**src/core/pcc_pkg.sv**
```systemverilog
/*
  Constants for the oscillator and PLL clock control block: register offsets,
  field positions, reset values, timing counts and the crystal table.
  Assumes a 10 MHz APB clock and 32-bit word-aligned registers.
*/
package pcc_pkg;

  // Register byte offsets
  localparam logic [7:0] OFS_RUN_CFG    = 8'h00;
  localparam logic [7:0] OFS_RUN_CFG2   = 8'h04;
  localparam logic [7:0] OFS_OSC_CAL    = 8'h08;
  localparam logic [7:0] OFS_OSC_STAT   = 8'h0C;
  localparam logic [7:0] OFS_PLL_TRANS  = 8'h10;
  localparam logic [7:0] OFS_RAW_INT    = 8'h14;
  localparam logic [7:0] OFS_INT_MASK   = 8'h18;
  localparam logic [7:0] OFS_RST_CAUSE  = 8'h1C;
  localparam logic [7:0] OFS_MAIN_OSC_CTL   = 8'h20;
  localparam logic [7:0] OFS_RELOCK_CNT = 8'h24;

  // Run clock config fields
  localparam int RC_IOSC_DIS  = 0;
  localparam int RC_CRYSTAL_SELECT_LSB  = 6;
  localparam int RC_BYPASS    = 11;
  localparam int RC_PWRDN     = 13;
  localparam int RC_DIV_LSB   = 23;
  // Second run clock config fields
  localparam int RC2_SRC_LSB  = 4;
  localparam int RC2_HALF     = 22;
  localparam int RC2_DIV_LSB  = 23;
  localparam int RC2_UNDIV    = 30;
  localparam int RC2_USE      = 31;
  // Calibration register fields
  localparam int CAL_UT_LSB   = 0;
  localparam int CAL_USER_TRIM_ENABLE     = 8;
  localparam int CAL_AUTO     = 9;
  localparam int CAL_UPDATE   = 31;
  // Statistic register fields
  localparam int STAT_RES_LSB = 8;
  // Status and control bits
  localparam int RIS_PLL_LOCK = 6;
  localparam int RESET_CAUSE_REGISTER_MAIN_OSC    = 16;
  localparam int MAIN_OSC_CHECK   = 0;

  // Reset values and the internal source select code
  localparam logic [4:0]  CRYSTAL_SELECT_RESET    = 5'h0F;
  localparam logic [3:0]  SYSCLK_DIVIDER_RESET  = 4'hF;
  localparam logic [5:0]  SYSCLK_DIVIDER_EXT_RESET = 6'h0F;
  localparam logic [2:0]  SRC_INTERNAL  = 3'h1;
  localparam logic [6:0]  FACTORY_TRIM  = 7'h40;

  // Relock counts and threshold
  localparam logic [15:0] RELOCK_SHORT  = 16'h1200;
  localparam logic [15:0] RELOCK_LONG   = 16'h2400;
  localparam logic [15:0] SLOW_CRYSTAL_SELECT_KHZ = 16'h2000;

  // PLL target and internal oscillator
  localparam logic [19:0] VCO_KHZ       = 20'h6_1A80;
  localparam logic [15:0] IOSC_KHZ      = 16'h3E80;

  // Internal power-on reset after a main oscillator failure
  localparam int POR_IOSC_PERIODS = 32;
  localparam int IOSC_PERIOD_PS   = 62500;
  localparam int PCLK_PERIOD_PS   = 100000;
  localparam int POR_CYCLES =
    (POR_IOSC_PERIODS * IOSC_PERIOD_PS + PCLK_PERIOD_PS - 1) / PCLK_PERIOD_PS;

  // Crystal number to frequency in kHz
  function automatic logic [15:0] crystal_select_khz(input logic [4:0] x);
    case (x)
      5'h04:   crystal_select_khz = 16'h0DFB;
      5'h05:   crystal_select_khz = 16'h0E66;
      5'h06:   crystal_select_khz = 16'h0FA0;
      5'h07:   crystal_select_khz = 16'h1000;
      5'h08:   crystal_select_khz = 16'h1333;
      5'h09:   crystal_select_khz = 16'h1388;
      5'h0A:   crystal_select_khz = 16'h1400;
      5'h0B:   crystal_select_khz = 16'h1770;
      5'h0C:   crystal_select_khz = 16'h1800;
      5'h0D:   crystal_select_khz = 16'h1CCC;
      5'h0E:   crystal_select_khz = 16'h1F40;
      5'h0F:   crystal_select_khz = 16'h2000;
      5'h10:   crystal_select_khz = 16'h2710;
      5'h11:   crystal_select_khz = 16'h2EE0;
      5'h12:   crystal_select_khz = 16'h3000;
      5'h13:   crystal_select_khz = 16'h34F8;
      5'h14:   crystal_select_khz = 16'h37EE;
      5'h15:   crystal_select_khz = 16'h3E80;
      default: crystal_select_khz = 16'h4000;
    endcase
  endfunction

endpackage

```
**src/core/pcc_relock_counter.sv**
```systemverilog
/*
  Down counter timing the PLL relock period on the system clock.
  Assumes start is a one-cycle pulse from the same clock domain.
*/
`timescale 1ns/1ps
`default_nettype none
module pcc_relock_counter #(
  parameter int W = 16
) (
  input  wire logic         pclk,
  input  wire logic         presetn,
  input  wire logic         start,
  input  wire logic [W-1:0] load_val,
  output var  logic [W-1:0] count_q,
  output var  logic         busy_q,
  output var  logic         expired_q
);

  initial begin
    if (W < 2) $error("relock counter too narrow");
  end

  wire last = busy_q && (count_q == W'(1));

  always_ff @(posedge pclk or negedge presetn) begin
    if (!presetn) begin
      count_q   <= '0;
      busy_q    <= 1'b0;
      expired_q <= 1'b0;
    end else begin
      expired_q <= last && !start;
      if (start) begin
        count_q <= load_val;
        busy_q  <= 1'b1;
      end else if (busy_q) begin
        count_q <= count_q - W'(1);
        busy_q  <= !last;
      end
    end
  end

endmodule
`default_nettype wire

```
**src/core/pcc_clock_control.sv**
```systemverilog
/*
  Oscillator trim, PLL configuration, relock hold-off and main oscillator
  failure fallback, with an APB register slave.
  Assumes pclk at 10 MHz, presetn from power-on reset, and that the
  oscillator fault input arrives asynchronously.
*/
// Summary of operation
// - Internal oscillator runs from reset; its disable acts only in Deep-Sleep.
// - Update with user trim off restores the factory trim.
// - Update with user trim on applies user trim glitch-free; larger means longer period.
// - Auto-calibrate starts against 32.768 kHz; result and trim reported, trim applied.
// - A different crystal value retranslates and updates PLL settings.
// - Translation register shows crystal-to-PLL setting within 2 percent of VCO.
// - PLL is powered down after reset until software enables it.
// - 400 MHz VCO is halved before the divisor unless second config use and undivided select are both set.
// - Oscillator source 0x1 selects internal oscillator as PLL reference.
// - Normal mode drives PLL output; power-down leaves it undriven.
// - Relock starts on crystal change or power-down to normal; same value no.
// - System-clock down counter loads 0x1200 for slow main osc, else 0x2400.
// - Enable and select PLL in one write: switch only after relock expires.
// - Raw lock status bit reported, with an enableable lock interrupt.
// - Oscillator check enable monitors main oscillator and flags out-of-band.
// - On failure set fail cause, enable internal oscillator, switch clock to it.
// - Then internal reset for 32 internal periods; NMI request in the same cycle as the release.
// - System clock divisor is divider field plus one.
// - With second config use and undivided select set, bit 22 becomes extended divider LSB.
`timescale 1ns/1ps
`default_nettype none
module pcc_clock_control
  import pcc_pkg::*;
#(
  parameter int          CW          = 16,
  parameter logic [15:0] RELOCK_SLOW = RELOCK_SHORT,
  parameter logic [15:0] RELOCK_FAST = RELOCK_LONG
) (
  input  wire logic        pclk,
  input  wire logic        presetn,
  input  wire logic        psel,
  input  wire logic        penable,
  input  wire logic        pwrite,
  input  wire logic [7:0]  paddr,
  input  wire logic [31:0] pwdata,
  output var  logic [31:0] prdata,
  output var  logic        pready,
  output var  logic        pslverr,
  input  wire logic        deep_sleep,
  input  wire logic        main_osc_fault,
  input  wire logic        cal_done,
  input  wire logic [1:0]  cal_result,
  input  wire logic [6:0]  returned_trim_value,
  output var  logic        cal_start,
  output var  logic        internal_osc_enable,
  output var  logic [6:0]  osc_trim,
  output var  logic        osc_trim_load,
  output var  logic        pll_power_down,
  output var  logic        pll_out_enable,
  output var  logic        pll_ref_internal,
  output var  logic [9:0]  pll_mult,
  output var  logic        vco_predivide,
  output var  logic [7:0]  sysclk_divisor,
  output var  logic        sysclk_use_pll,
  output var  logic        sysclk_src_internal,
  output var  logic        main_osc_check_active,
  output var  logic        pll_lock_irq,
  output var  logic        internal_reset,
  output var  logic        nmi_request
);

  initial begin
    if (CW < 14) $error("relock counter width too small");
  end

  typedef enum logic [2:0] {
    PCC_RUN  = 3'b001,
    PCC_POR  = 3'b010,
    PCC_NMI  = 3'b100
  } pcc_fail_e;

  // Registered state
  logic       iosc_dis_q, bypass_q, pwrdn_q, use2_q, undiv_q, half_q;
  logic [4:0] crystal_select_q;
  logic [3:0] sysclk_divider_q;
  logic [5:0] sysclk_divider_ext_q;
  logic [2:0] osc_src_q;
  logic       user_trim_enable_q, lock_mask_q, osc_check_enable_q;
  logic [6:0] user_trim_value_q;
  logic [1:0] cal_result_q;
  logic [6:0] cal_trim_q;
  logic       cal_busy_q, pll_lock_raw_flag_q, main_osc_fail_flag_q;
  logic       fallback_q, pwrdn_prev_q;
  logic       fault_s1_q, fault_s2_q;
  logic [4:0] por_cnt_q;
  pcc_fail_e  fail_q;
  logic [31:0] prdata_q;
  logic        pready_q, pslverr_q;

  // APB decode
  wire setup   = psel && !penable;
  wire wr      = psel && penable && pwrite;
  wire wr_rc   = wr && (paddr == OFS_RUN_CFG);
  wire wr_rc2  = wr && (paddr == OFS_RUN_CFG2);
  wire wr_cal  = wr && (paddr == OFS_OSC_CAL);
  wire wr_msk  = wr && (paddr == OFS_INT_MASK);
  wire wr_reset_cause_register = wr && (paddr == OFS_RST_CAUSE);
  wire wr_mctl = wr && (paddr == OFS_MAIN_OSC_CTL);
  wire [4:0] new_crystal_select = pwdata[RC_CRYSTAL_SELECT_LSB +: 5];

  // Relock start on crystal change or power-up of the PLL
  wire crystal_select_change  = wr_rc && (new_crystal_select != crystal_select_q);
  wire pll_powerup  = pwrdn_prev_q && !pwrdn_q;
  wire relock_start = crystal_select_change || pll_powerup;
  wire        sysclk_src_d_w = (osc_src_q == SRC_INTERNAL) || fallback_q;
  wire [4:0]  next_crystal_select  = crystal_select_change ? new_crystal_select : crystal_select_q;
  wire [15:0] cur_khz    = crystal_select_khz(crystal_select_q);
  wire [15:0] next_khz   = crystal_select_khz(next_crystal_select);
  wire [15:0] ref_khz    = (osc_src_q == SRC_INTERNAL) ? IOSC_KHZ : cur_khz;
  wire        main_slow  = !sysclk_src_d_w && (next_khz <= SLOW_CRYSTAL_SELECT_KHZ);
  wire [15:0] relock_val = main_slow ? RELOCK_SLOW : RELOCK_FAST;

  logic [CW-1:0] relock_cnt;
  logic          relock_busy, relock_expired;

  pcc_relock_counter #(
    .W (CW)
  ) u_relock (
    .pclk      (pclk),
    .presetn   (presetn),
    .start     (relock_start),
    .load_val  (CW'(relock_val)),
    .count_q   (relock_cnt),
    .busy_q    (relock_busy),
    .expired_q (relock_expired)
  );

  // Crystal translation: multiplier rounded to the nearest integer
  wire [19:0] ref_k     = {4'h0, ref_khz};
  wire [19:0] mult_full = (VCO_KHZ + (ref_k >> 1)) / ref_k;
  wire [9:0]  mult_w    = mult_full[9:0];
  wire [9:0]  crystal_select_mult_w = 10'((VCO_KHZ + {5'h0, cur_khz[15:1]}) /
                                {4'h0, cur_khz});

  // Divisor selection
  wire [6:0] div_code = !use2_q  ? {3'h0, sysclk_divider_q} :
                        undiv_q  ? {sysclk_divider_ext_q, half_q} :
                                   {1'b0, sysclk_divider_ext_q};
  wire [7:0] divisor_w = {1'b0, div_code} + 8'h01;

  // Fault detection
  wire fault_hit = osc_check_enable_q && fault_s2_q && (fail_q == PCC_RUN);

  // Read mux
  logic [31:0] rdata_w;
  logic        unmapped_w;
  always_comb begin
    rdata_w    = 32'h0000_0000;
    unmapped_w = 1'b0;
    case (paddr)
      OFS_RUN_CFG: begin
        rdata_w[RC_IOSC_DIS]           = iosc_dis_q;
        rdata_w[RC_CRYSTAL_SELECT_LSB +: 5]      = crystal_select_q;
        rdata_w[RC_BYPASS]             = bypass_q;
        rdata_w[RC_PWRDN]              = pwrdn_q;
        rdata_w[RC_DIV_LSB +: 4]       = sysclk_divider_q;
      end
      OFS_RUN_CFG2: begin
        rdata_w[RC2_SRC_LSB +: 3]      = osc_src_q;
        rdata_w[RC2_HALF]              = half_q;
        rdata_w[RC2_DIV_LSB +: 6]      = sysclk_divider_ext_q;
        rdata_w[RC2_UNDIV]             = undiv_q;
        rdata_w[RC2_USE]               = use2_q;
      end
      OFS_OSC_CAL: begin
        rdata_w[CAL_UT_LSB +: 7]       = user_trim_value_q;
        rdata_w[CAL_USER_TRIM_ENABLE]              = user_trim_enable_q;
        rdata_w[CAL_AUTO]              = cal_busy_q;
      end
      OFS_OSC_STAT: begin
        rdata_w[6:0]                   = cal_trim_q;
        rdata_w[STAT_RES_LSB +: 2]     = cal_result_q;
      end
      OFS_PLL_TRANS:  rdata_w[9:0]     = crystal_select_mult_w;
      OFS_RAW_INT:    rdata_w[RIS_PLL_LOCK] = pll_lock_raw_flag_q;
      OFS_INT_MASK:   rdata_w[RIS_PLL_LOCK] = lock_mask_q;
      OFS_RST_CAUSE:  rdata_w[RESET_CAUSE_REGISTER_MAIN_OSC]    = main_osc_fail_flag_q;
      OFS_MAIN_OSC_CTL:   rdata_w[MAIN_OSC_CHECK]   = osc_check_enable_q;
      OFS_RELOCK_CNT: rdata_w[CW-1:0]       = relock_cnt;
      default:        unmapped_w = 1'b1;
    endcase
  end

  // APB answer: data captured in setup, zero wait states
  always_ff @(posedge pclk or negedge presetn) begin
    if (!presetn) begin
      prdata_q  <= 32'h0000_0000;
      pready_q  <= 1'b0;
      pslverr_q <= 1'b0;
    end else begin
      pready_q  <= 1'b1;
      if (setup) begin
        prdata_q  <= rdata_w;
        pslverr_q <= unmapped_w;
      end
    end
  end

  // Configuration registers
  always_ff @(posedge pclk or negedge presetn) begin
    if (!presetn) begin
      iosc_dis_q           <= 1'b0;
      crystal_select_q     <= CRYSTAL_SELECT_RESET;
      bypass_q             <= 1'b1;
      pwrdn_q              <= 1'b1;
      sysclk_divider_q     <= SYSCLK_DIVIDER_RESET;
      use2_q               <= 1'b0;
      osc_src_q            <= 3'h0;
      half_q               <= 1'b0;
      undiv_q              <= 1'b0;
      sysclk_divider_ext_q <= SYSCLK_DIVIDER_EXT_RESET;
      lock_mask_q          <= 1'b0;
      osc_check_enable_q   <= 1'b0;
      pwrdn_prev_q         <= 1'b1;
    end else begin
      pwrdn_prev_q <= pwrdn_q;
      if (wr_rc) begin
        iosc_dis_q       <= pwdata[RC_IOSC_DIS];
        crystal_select_q <= new_crystal_select;
        bypass_q         <= pwdata[RC_BYPASS];
        pwrdn_q          <= pwdata[RC_PWRDN];
        sysclk_divider_q <= pwdata[RC_DIV_LSB +: 4];
      end
      if (wr_rc2) begin
        osc_src_q            <= pwdata[RC2_SRC_LSB +: 3];
        half_q               <= pwdata[RC2_HALF];
        sysclk_divider_ext_q <= pwdata[RC2_DIV_LSB +: 6];
        undiv_q              <= pwdata[RC2_UNDIV];
        use2_q               <= pwdata[RC2_USE];
      end
      if (wr_msk) lock_mask_q <= pwdata[RIS_PLL_LOCK];
      if (wr_mctl) osc_check_enable_q <= pwdata[MAIN_OSC_CHECK];
    end
  end

  // Trim and calibration
  always_ff @(posedge pclk or negedge presetn) begin
    if (!presetn) begin
      user_trim_enable_q  <= 1'b0;
      user_trim_value_q   <= FACTORY_TRIM;
      osc_trim            <= FACTORY_TRIM;
      osc_trim_load       <= 1'b0;
      cal_start           <= 1'b0;
      cal_busy_q          <= 1'b0;
      cal_result_q        <= 2'h0;
      cal_trim_q          <= FACTORY_TRIM;
    end else begin
      osc_trim_load <= 1'b0;
      cal_start     <= 1'b0;
      if (cal_done && cal_busy_q) begin
        cal_busy_q    <= 1'b0;
        cal_result_q  <= cal_result;
        cal_trim_q    <= returned_trim_value;
        osc_trim      <= returned_trim_value;
        osc_trim_load <= 1'b1;
      end
      if (wr_cal) begin
        user_trim_enable_q <= pwdata[CAL_USER_TRIM_ENABLE];
        user_trim_value_q  <= pwdata[CAL_UT_LSB +: 7];
        if (pwdata[CAL_UPDATE]) begin
          osc_trim      <= pwdata[CAL_USER_TRIM_ENABLE] ? pwdata[CAL_UT_LSB +: 7] : FACTORY_TRIM;
          osc_trim_load <= 1'b1;
        end
        if (pwdata[CAL_AUTO] && !cal_busy_q) begin
          cal_start  <= 1'b1;
          cal_busy_q <= 1'b1;
        end
      end
    end
  end

  // Lock flag, failure sequence and fault synchroniser
  always_ff @(posedge pclk or negedge presetn) begin
    if (!presetn) begin
      pll_lock_raw_flag_q  <= 1'b0;
      main_osc_fail_flag_q <= 1'b0;
      fallback_q           <= 1'b0;
      fault_s1_q           <= 1'b0;
      fault_s2_q           <= 1'b0;
      fail_q               <= PCC_RUN;
      por_cnt_q            <= 5'h00;
      internal_reset       <= 1'b0;
      nmi_request          <= 1'b0;
    end else begin
      fault_s1_q <= main_osc_fault;
      fault_s2_q <= fault_s1_q;
      if (relock_start) pll_lock_raw_flag_q <= 1'b0;
      else if (relock_expired) pll_lock_raw_flag_q <= 1'b1;
      if (fault_hit) main_osc_fail_flag_q <= 1'b1;
      else if (wr_reset_cause_register && pwdata[RESET_CAUSE_REGISTER_MAIN_OSC]) main_osc_fail_flag_q <= 1'b0;
      nmi_request <= 1'b0;
      case (fail_q)
        PCC_RUN: begin
          if (fault_hit) begin
            fallback_q     <= 1'b1;
            fail_q         <= PCC_POR;
            por_cnt_q      <= 5'(POR_CYCLES - 1);
            internal_reset <= 1'b1;
          end else if (wr_reset_cause_register && pwdata[RESET_CAUSE_REGISTER_MAIN_OSC]) begin
            fallback_q <= 1'b0;
          end
        end
        PCC_POR: begin
          if (por_cnt_q == 5'h00) begin
            internal_reset <= 1'b0;
            nmi_request    <= 1'b1;
            fail_q         <= PCC_NMI;
          end else begin
            por_cnt_q <= por_cnt_q - 5'h01;
          end
        end
        PCC_NMI: fail_q <= PCC_RUN;
        default: fail_q <= PCC_RUN;
      endcase
    end
  end

  // Clock outputs
  always_ff @(posedge pclk or negedge presetn) begin
    if (!presetn) begin
      internal_osc_enable   <= 1'b1;
      pll_power_down        <= 1'b1;
      pll_out_enable        <= 1'b0;
      pll_ref_internal      <= 1'b0;
      pll_mult              <= 10'h000;
      vco_predivide         <= 1'b1;
      sysclk_divisor        <= 8'h10;
      sysclk_use_pll        <= 1'b0;
      sysclk_src_internal   <= 1'b1;
      main_osc_check_active <= 1'b0;
      pll_lock_irq          <= 1'b0;
    end else begin
      internal_osc_enable   <= !(iosc_dis_q && deep_sleep) || fallback_q;
      pll_power_down        <= pwrdn_q;
      pll_out_enable        <= !pwrdn_q;
      pll_ref_internal      <= (osc_src_q == SRC_INTERNAL);
      pll_mult              <= mult_w;
      vco_predivide         <= !(use2_q && undiv_q);
      sysclk_divisor        <= divisor_w;
      sysclk_use_pll        <= !bypass_q && !pwrdn_q && !relock_busy && !relock_start &&
                               pll_lock_raw_flag_q && !fallback_q;
      sysclk_src_internal   <= sysclk_src_d_w;
      main_osc_check_active <= osc_check_enable_q;
      pll_lock_irq          <= pll_lock_raw_flag_q && lock_mask_q;
    end
  end

  assign prdata  = prdata_q;
  assign pready  = pready_q;
  assign pslverr = pslverr_q;

endmodule
`default_nettype wire

```
**config.mk**
```make
export PLATFORM = sky130hd
export DESIGN_NAME = pcc_clock_control
export DESIGN_NICKNAME = d
export VERILOG_FILES = /design/src/core/pcc_pkg.sv /design/src/core/pcc_relock_counter.sv /design/src/core/pcc_clock_control.sv
export SDC_FILE = /design/constraint.sdc
export NUM_CORES = 1
export LEC_CHECK = 0
export ABC_AREA = 1
export BUFFER_PORTS_ARGS = -buffer_cell sky130_fd_sc_hd__buf_2
export CAP_MARGIN = 5
export CORE_MARGIN = 10
export CORE_UTILIZATION = 50
export CTS_BUF_LIST = sky130_fd_sc_hd__clkbuf_8
export CTS_CLUSTER_DIAMETER = 80
export DETAILED_ROUTE_END_ITERATION = 16
export PLACE_DENSITY = 0.67
export SYNTH_ARGS = -nofsm -noshare
export SYNTH_HDL_FRONTEND = slang
export SYNTH_SLANG_ARGS = --single-unit
export TNS_END_PERCENT = 20
```
**constraint.sdc**
```tcl
create_clock -name pclk -period 99.9 [get_ports pclk]
set_clock_uncertainty 0.05 [all_clocks]
set_input_delay 0 -clock pclk [delete_from_list [all_inputs] [get_ports pclk]]
set_output_delay 0 -clock pclk [all_outputs]
set_load 0.05 [all_outputs]
```
* Word level (Yosys, flattened, before mapping)
Memories as Yosys holds them, arrays and structs flattened.
Cells that the tools add are included.
** Cells by class
- Divide/modulo/power cells :: 2
- Reductions and logical operators :: 52
- $lt $le $gt $ge :: 1
- Mux-type cells :: 52
- Eq/ne operators :: 17
- Add/subtract/negate cells :: 5
** Operators with widths (count)
- $mux W16 :: 3
- $mux W7 :: 6
- $add A19 B15 Y20 const A :: 2
- $div A20 B16 Y20 :: 2
- $eq A8 B5 Y1 const B :: 4
- $logic_and A1 B1 Y1 :: 27
- $mux W1 :: 22
- $pmux W2 S5 :: 2
- $eq A16 B1 Y1 const B :: 1
- $eq A8 B4 Y1 const B :: 2
- $eq A8 B6 Y1 const B :: 2
- $le A16 B14 Y1 const B :: 1
- $sub A16 B1 Y16 const B :: 1
- $mux W5 :: 3
- $mux W14 :: 1
- $pmux W3 S4 :: 1
- $logic_not A1 Y1 :: 11
- $pmux W5 S2 :: 1
- $reduce_or A10 Y1 :: 1
- $add A7 B1 Y8 const B :: 1
- $eq A8 B3 Y1 const B :: 1
- $logic_not A8 Y1 :: 1
- $pmux W1 S8 :: 1
- $pmux W4 S2 :: 1
- other kinds (17) :: 31
** Storage, ports and cells
- Register bits after elaboration :: 141
- Memories kept :: 2
- Logic and storage cells :: 177
- ROM bits :: 960
- Output and inout port bits :: 72
** Memory list
- (name not given) :: words 32, width 15, read ports 1, clocked after Yosys merged registers in 0, wr ports 0, line pcc_pkg.sv:69 : case (x)
- (name not given) :: words 32, width 15, read ports 1, clocked after Yosys merged registers in 0, wr ports 0, line pcc_pkg.sv:69

* Longest topological paths before layout
An unclocked memory read counts as a cell.
- Depth in word-level cells :: 10
- Mapped depth :: 326

* Modules after synthesis
A second synthesis with hierarchy kept.
** Second synthesis, totals
- Cell total of the unflattened synthesis :: 3868
- Area total of the unflattened synthesis :: 25301.8 um^2
** Modules (own cells, without submodules)
- pcc_clock_control :: area each 24080.6 um^2, cells each 3706, times used 1, seq. area each 3106.7 um^2
- pcc_relock_counter :: area each 1221.2 um^2, cells each 162, times used 1, seq. area each 450.4 um^2

* Worst setup path after synthesis
Ideal clock, no wire load.
- Kind :: register to register
- Start :: register crystal_select_q[0]
- End :: register pll_mult[0]
- Path buffers :: 12
- Period minus slack after synthesis :: 38638 ps
- Stages on the path, launching flop included :: 314
- Arrival :: 38469 ps
- Setup slack :: 61262 ps
- Cells stage by stage :: dfstp_2 > inv_1 > ha_1 > a211oi_1 > inv_1 > a32oi_1 > inv_1 > nor2_1 > ha_1 > nand3_4 > nor2_8 > inv_2 > nor2_8 > nand2_4 > clkinv_2 > nand2_1 > ha_1 > inv_1 > [278 not listed] > nor2_1 > a21oi_1 > ha_1 > a21boi_0 > o21ai_0 > nand2_1 > a21oi_1 > o21bai_1 > a21oi_1 > o21bai_1 > a21oi_1 > o221ai_1 > nand3_1 > nand2_1 > a21oi_1 > nand2_1 > nor2_1 > nand2_1
** On the way
- Word-level cells in the longest chain between the ends :: 4
** Ends and longest elaborated chain
- start: declaration :: line pcc_clock_control.sv:81 : logic [4:0] crystal_select_q;
- start signal: assignment :: line pcc_clock_control.sv:226 : crystal_select_q <= new_crystal_select;
- $mem_v2 Z32 W15 *
- $mux W16 * :: line pcc_clock_control.sv:116 : wire [15:0] ref_khz = (osc_src_q == SRC_INTERNAL) ? IOSC_KHZ : cur_khz;
- $add A19 B15 Y20 :: line pcc_clock_control.sv:137 : wire [19:0] mult_full = (VCO_KHZ + (ref_k >> 1)) / ref_k;
- $div A20 B16 Y20 * :: line pcc_clock_control.sv:137
- via mult_full[0] :: line pcc_clock_control.sv:137
- end signal: assignment :: line pcc_clock_control.sv:344 : pll_mult <= mult_w;
- end: declaration :: line pcc_clock_control.sv:58 : output var logic [9:0] pll_mult,
Mark *: on every way through the listed nets, which the timed path passes. The rest lies on a longest branch.
A chain may end at the register's enable or synchronous reset.

* Final worst setup path
- Start :: register crystal_select_q[1]
- End :: register pll_mult[0]
Same word-level chain as after synthesis.

==> results.py <==
metrics = {
    "timing": {
        "fin_tns_setup_ns": 0,
        "grt_setup_unrepaired": "no",
        "setup_viol": 0,
        "fmax_mhz": 22.32,
        "period_needed_ns": 44.80,
        "worst_pin_slew_ns": 1.126,
        "slew_viol_final": 0,
        "finalCritPeriodShare": 0.4485,
        "final_hold_viol_count": 0,
        "max_slew_margin": 0.2466,
    },
    "synth": {
        "synth_top_area_share": 0.2090,
        "synthCells": 3807,
        "synth-seq-area-share": 0.1425,
        "yosys-top-cells-area": "ha_1 21%, nand2_1 14%, dfrtp_1 12%",
        "synth_area_per_cell_um2": 6.557,
        "yosys_most_used_dff": "dfrtp_1",
        "ys_ff_latch": 141,
        "synth_cell_types": 70,
        "yosys_warnings": 0,
        "yosysTopAreaCell": "ha_1",
        "postSynth.asyncResetShare": 1.000,
        "synth_edf_count": 0,
        "syn_area_um2": 24960,
    },
    "clock_network": {
        "clkLatencyLatePin_ns": 0.51,
        "clock_path_buffers": 2,
        "cts_tree": "yes",
        "clock-sinks": 141,
        "post_cts_buffers": 0,
        "h-tree-depth": 4,
        "clk_pin_slew_ns": 0.11,
        "cts.root.buffer_cell": "clkbuf_8",
        "cts_buffers": 17,
    },
    "flow_run": {
        "cap_viol_max_count": 0,
    },
    "grt": {
        "grt_max_degree": 87,
        "overflow": 0,
        "grt_pass1_vias": 22004,
        "grt_usage": 0.2150,
        "grt_pass1_wl_mm": 108.1,
        "antenna_found_initial": 2,
    },
    "placement": {
        "place_congestion": 0.8692,
        "dp_hpwl_mm": 50.73,
        "io_buffers": 113,
    },
    "layout": {
        "drive_gt1_frac": 0.09985,
        "syn_to_final_growth_pct": 8.731,
        "nets": 4427,
        "final_cell_mix": "918 x nand2_1, 522 x inv_1, 417 x ha_1, 267 x a21oi_1, 265 x nor2_1",
        "layout_commonest_cell": "nand2_1",
    },
    "die": {
        "num_rows": 81,
        "num_io_pins": 129,
        "die_width_um": 243.4,
        "die_h_um": 243.4,
        "die_area_um2": 59270,
        "coreArea_um2": 49150,
        "start_util": 0.5079,
    },
    "detailed_routing": {
        "vias": 24038,
        "routed_via_density": 5.190,
        "wl_mm": 64.44,
        "initialDrtViolationCount": 1262,
        "wl_per_cell_um": 13.91,
        "dr.pass1.iters": 5,
        "drc": 0,
        "ant_nets": 0,
    },
    "worst_setup_path": {
        "required_ns": 100.26,
        "cp-start-kind": "flop",
        "cpMostUsedCell": "nand2_1",
        "critPathKind": "flop to flop",
        "cp_slowest_cell": "dfstp_2",
        "crit_arrival_ns": 45.16,
        "end_kind": "flop",
        "crit_path_max_fanout": 31,
        "cp_slowest_stage_delay_ns": 0.66,
    },
    "status": {
        "outcome": "finished clean",
    },
    "worst_hold_path": {
        "hold_path.class": "primary input to async pin",
    },
}
-- cells by family (layout without fill, tap and decap cells) --
group	Yosys count	in the layout	share of synthesized area
multiplexers	2	2	0.0009021
flip-flops	141	141	0.1425
adder cells (fa/ha/maj)	417	417	0.2090
AO/OA/AOI/OAI	774	774	0.1776
AND/OR/NAND/NOR	1596	1596	0.2856
XOR/XNOR	239	239	0.08385
buffers and inverters	636	780	0.1002
other	2	19	0.0003008
-- through the flow --
| step | util | instances | worst slack (ns) | hold WS (ns) | instance area, µm² |
|---|---|---|---|---|---|
| floorplan | - | 3822 | 61.26 | -0.3456 | 25020 |
| global placement | 0.5331 | 4547 | 55.43 | 0.05904 | 26210 |
| detailed placement | 0.5331 | 4547 | 55.10 | 0.05986 | 26210 |
| CTS | 0.5521 | 4630 | 54.97 | 0.01784 | 27140 |
| global route | 0.5522 | 4632 | 49.35 | 0.09559 | 27140 |
| finish | 0.5522 | 4632 | 55.10 | 0.07144 | 27140 |
-- metal layers --
metal | part of all wire | global-route usage
met1 | 0.49 | 0.2997
met2 | 0.44 | 0.3444
met3 | 0.053 | 0.03009
met4 | 0.017 | 0.04815
met5 | 0 | 0
-- sequential cells by signal, indices dropped and copies added (netlist names), 2 cells and up --
register and count:
u_relock.count_q 16, osc_src_q 3, osc_trim 7, sysclk_divider_q 4, cal_trim_q 7, pll_mult 10
user_trim_value_q 7, prdata 26, cal_result_q 2, crystal_select_q 5, fail_q 3, por_cnt_q 5
sysclk_divisor 8, sysclk_divider_ext_q 6
-- final timing paths --
check	startpoint	end	slack (ns)	cells past startpoint
worst min-delay path	presetn	pll_mult[1]$_DFF_PN0_	0.07	2
worst max register to register	crystal_select_q[1]$_DFFE_PN1P_	pll_mult[0]$_DFF_PN0_	55.10	304
worst max-delay path	crystal_select_q[1]$_DFFE_PN1P_	pll_mult[0]$_DFF_PN0_	55.10	304
min in group pclk	psel	osc_check_enable_q$_DFFE_PN0P_	0.08	5
max in group asynchronous	presetn	user_trim_value_q[2]$_DFFE_PN0P_	98.45	3
worst min register to register	fault_s1_q$_DFF_PN0_	fault_s2_q$_DFF_PN0_	0.31	0
-- worst max-delay path: cells and delay by family (launching register included) --
kind	cells	cell delay (ns)
AOI/OAI and AO/OA	96	16.56
adders and majority gates	19	5.82
buffers and inverters	51	5.82
DFF	1	0.66
and+or+nand+nor	138	15.57
-- synth_stat cells, types with 42 or more instances --
cell type and number:
nand3_1 162, inv_1 522, o21ai_0 244, ha_1 417, clkbuf_1 42, o21bai_1 44
a21oi_1 267, or2_2 58, nor2_1 265, xnor2_1 102, dfrtp_1 118, nand2_1 918
o21ai_1 53, xor2_1 137
-- timing repair --
| action | in CTS | in global routing |
|---|---|---|
| resized for setup | 0 | 0 |
| hold buffers | 51 | 0 |
| endpoints found under the hold margin | 149 | 0 |
-- final cells by class --
type,count,area (µm²)
timing repair buffer,186,1247
clock buffer,18,247.7
inverter,562,2118
antenna,2,5.005
clock inverter,14,175.2
sequential,141,3557
tap,664,830.8
multi-input combinational,3045,18960
fill,4979,22010
Power is not shown: default switching activity piles up to over one toggle a cycle in this logic, so the estimate is an artifact.
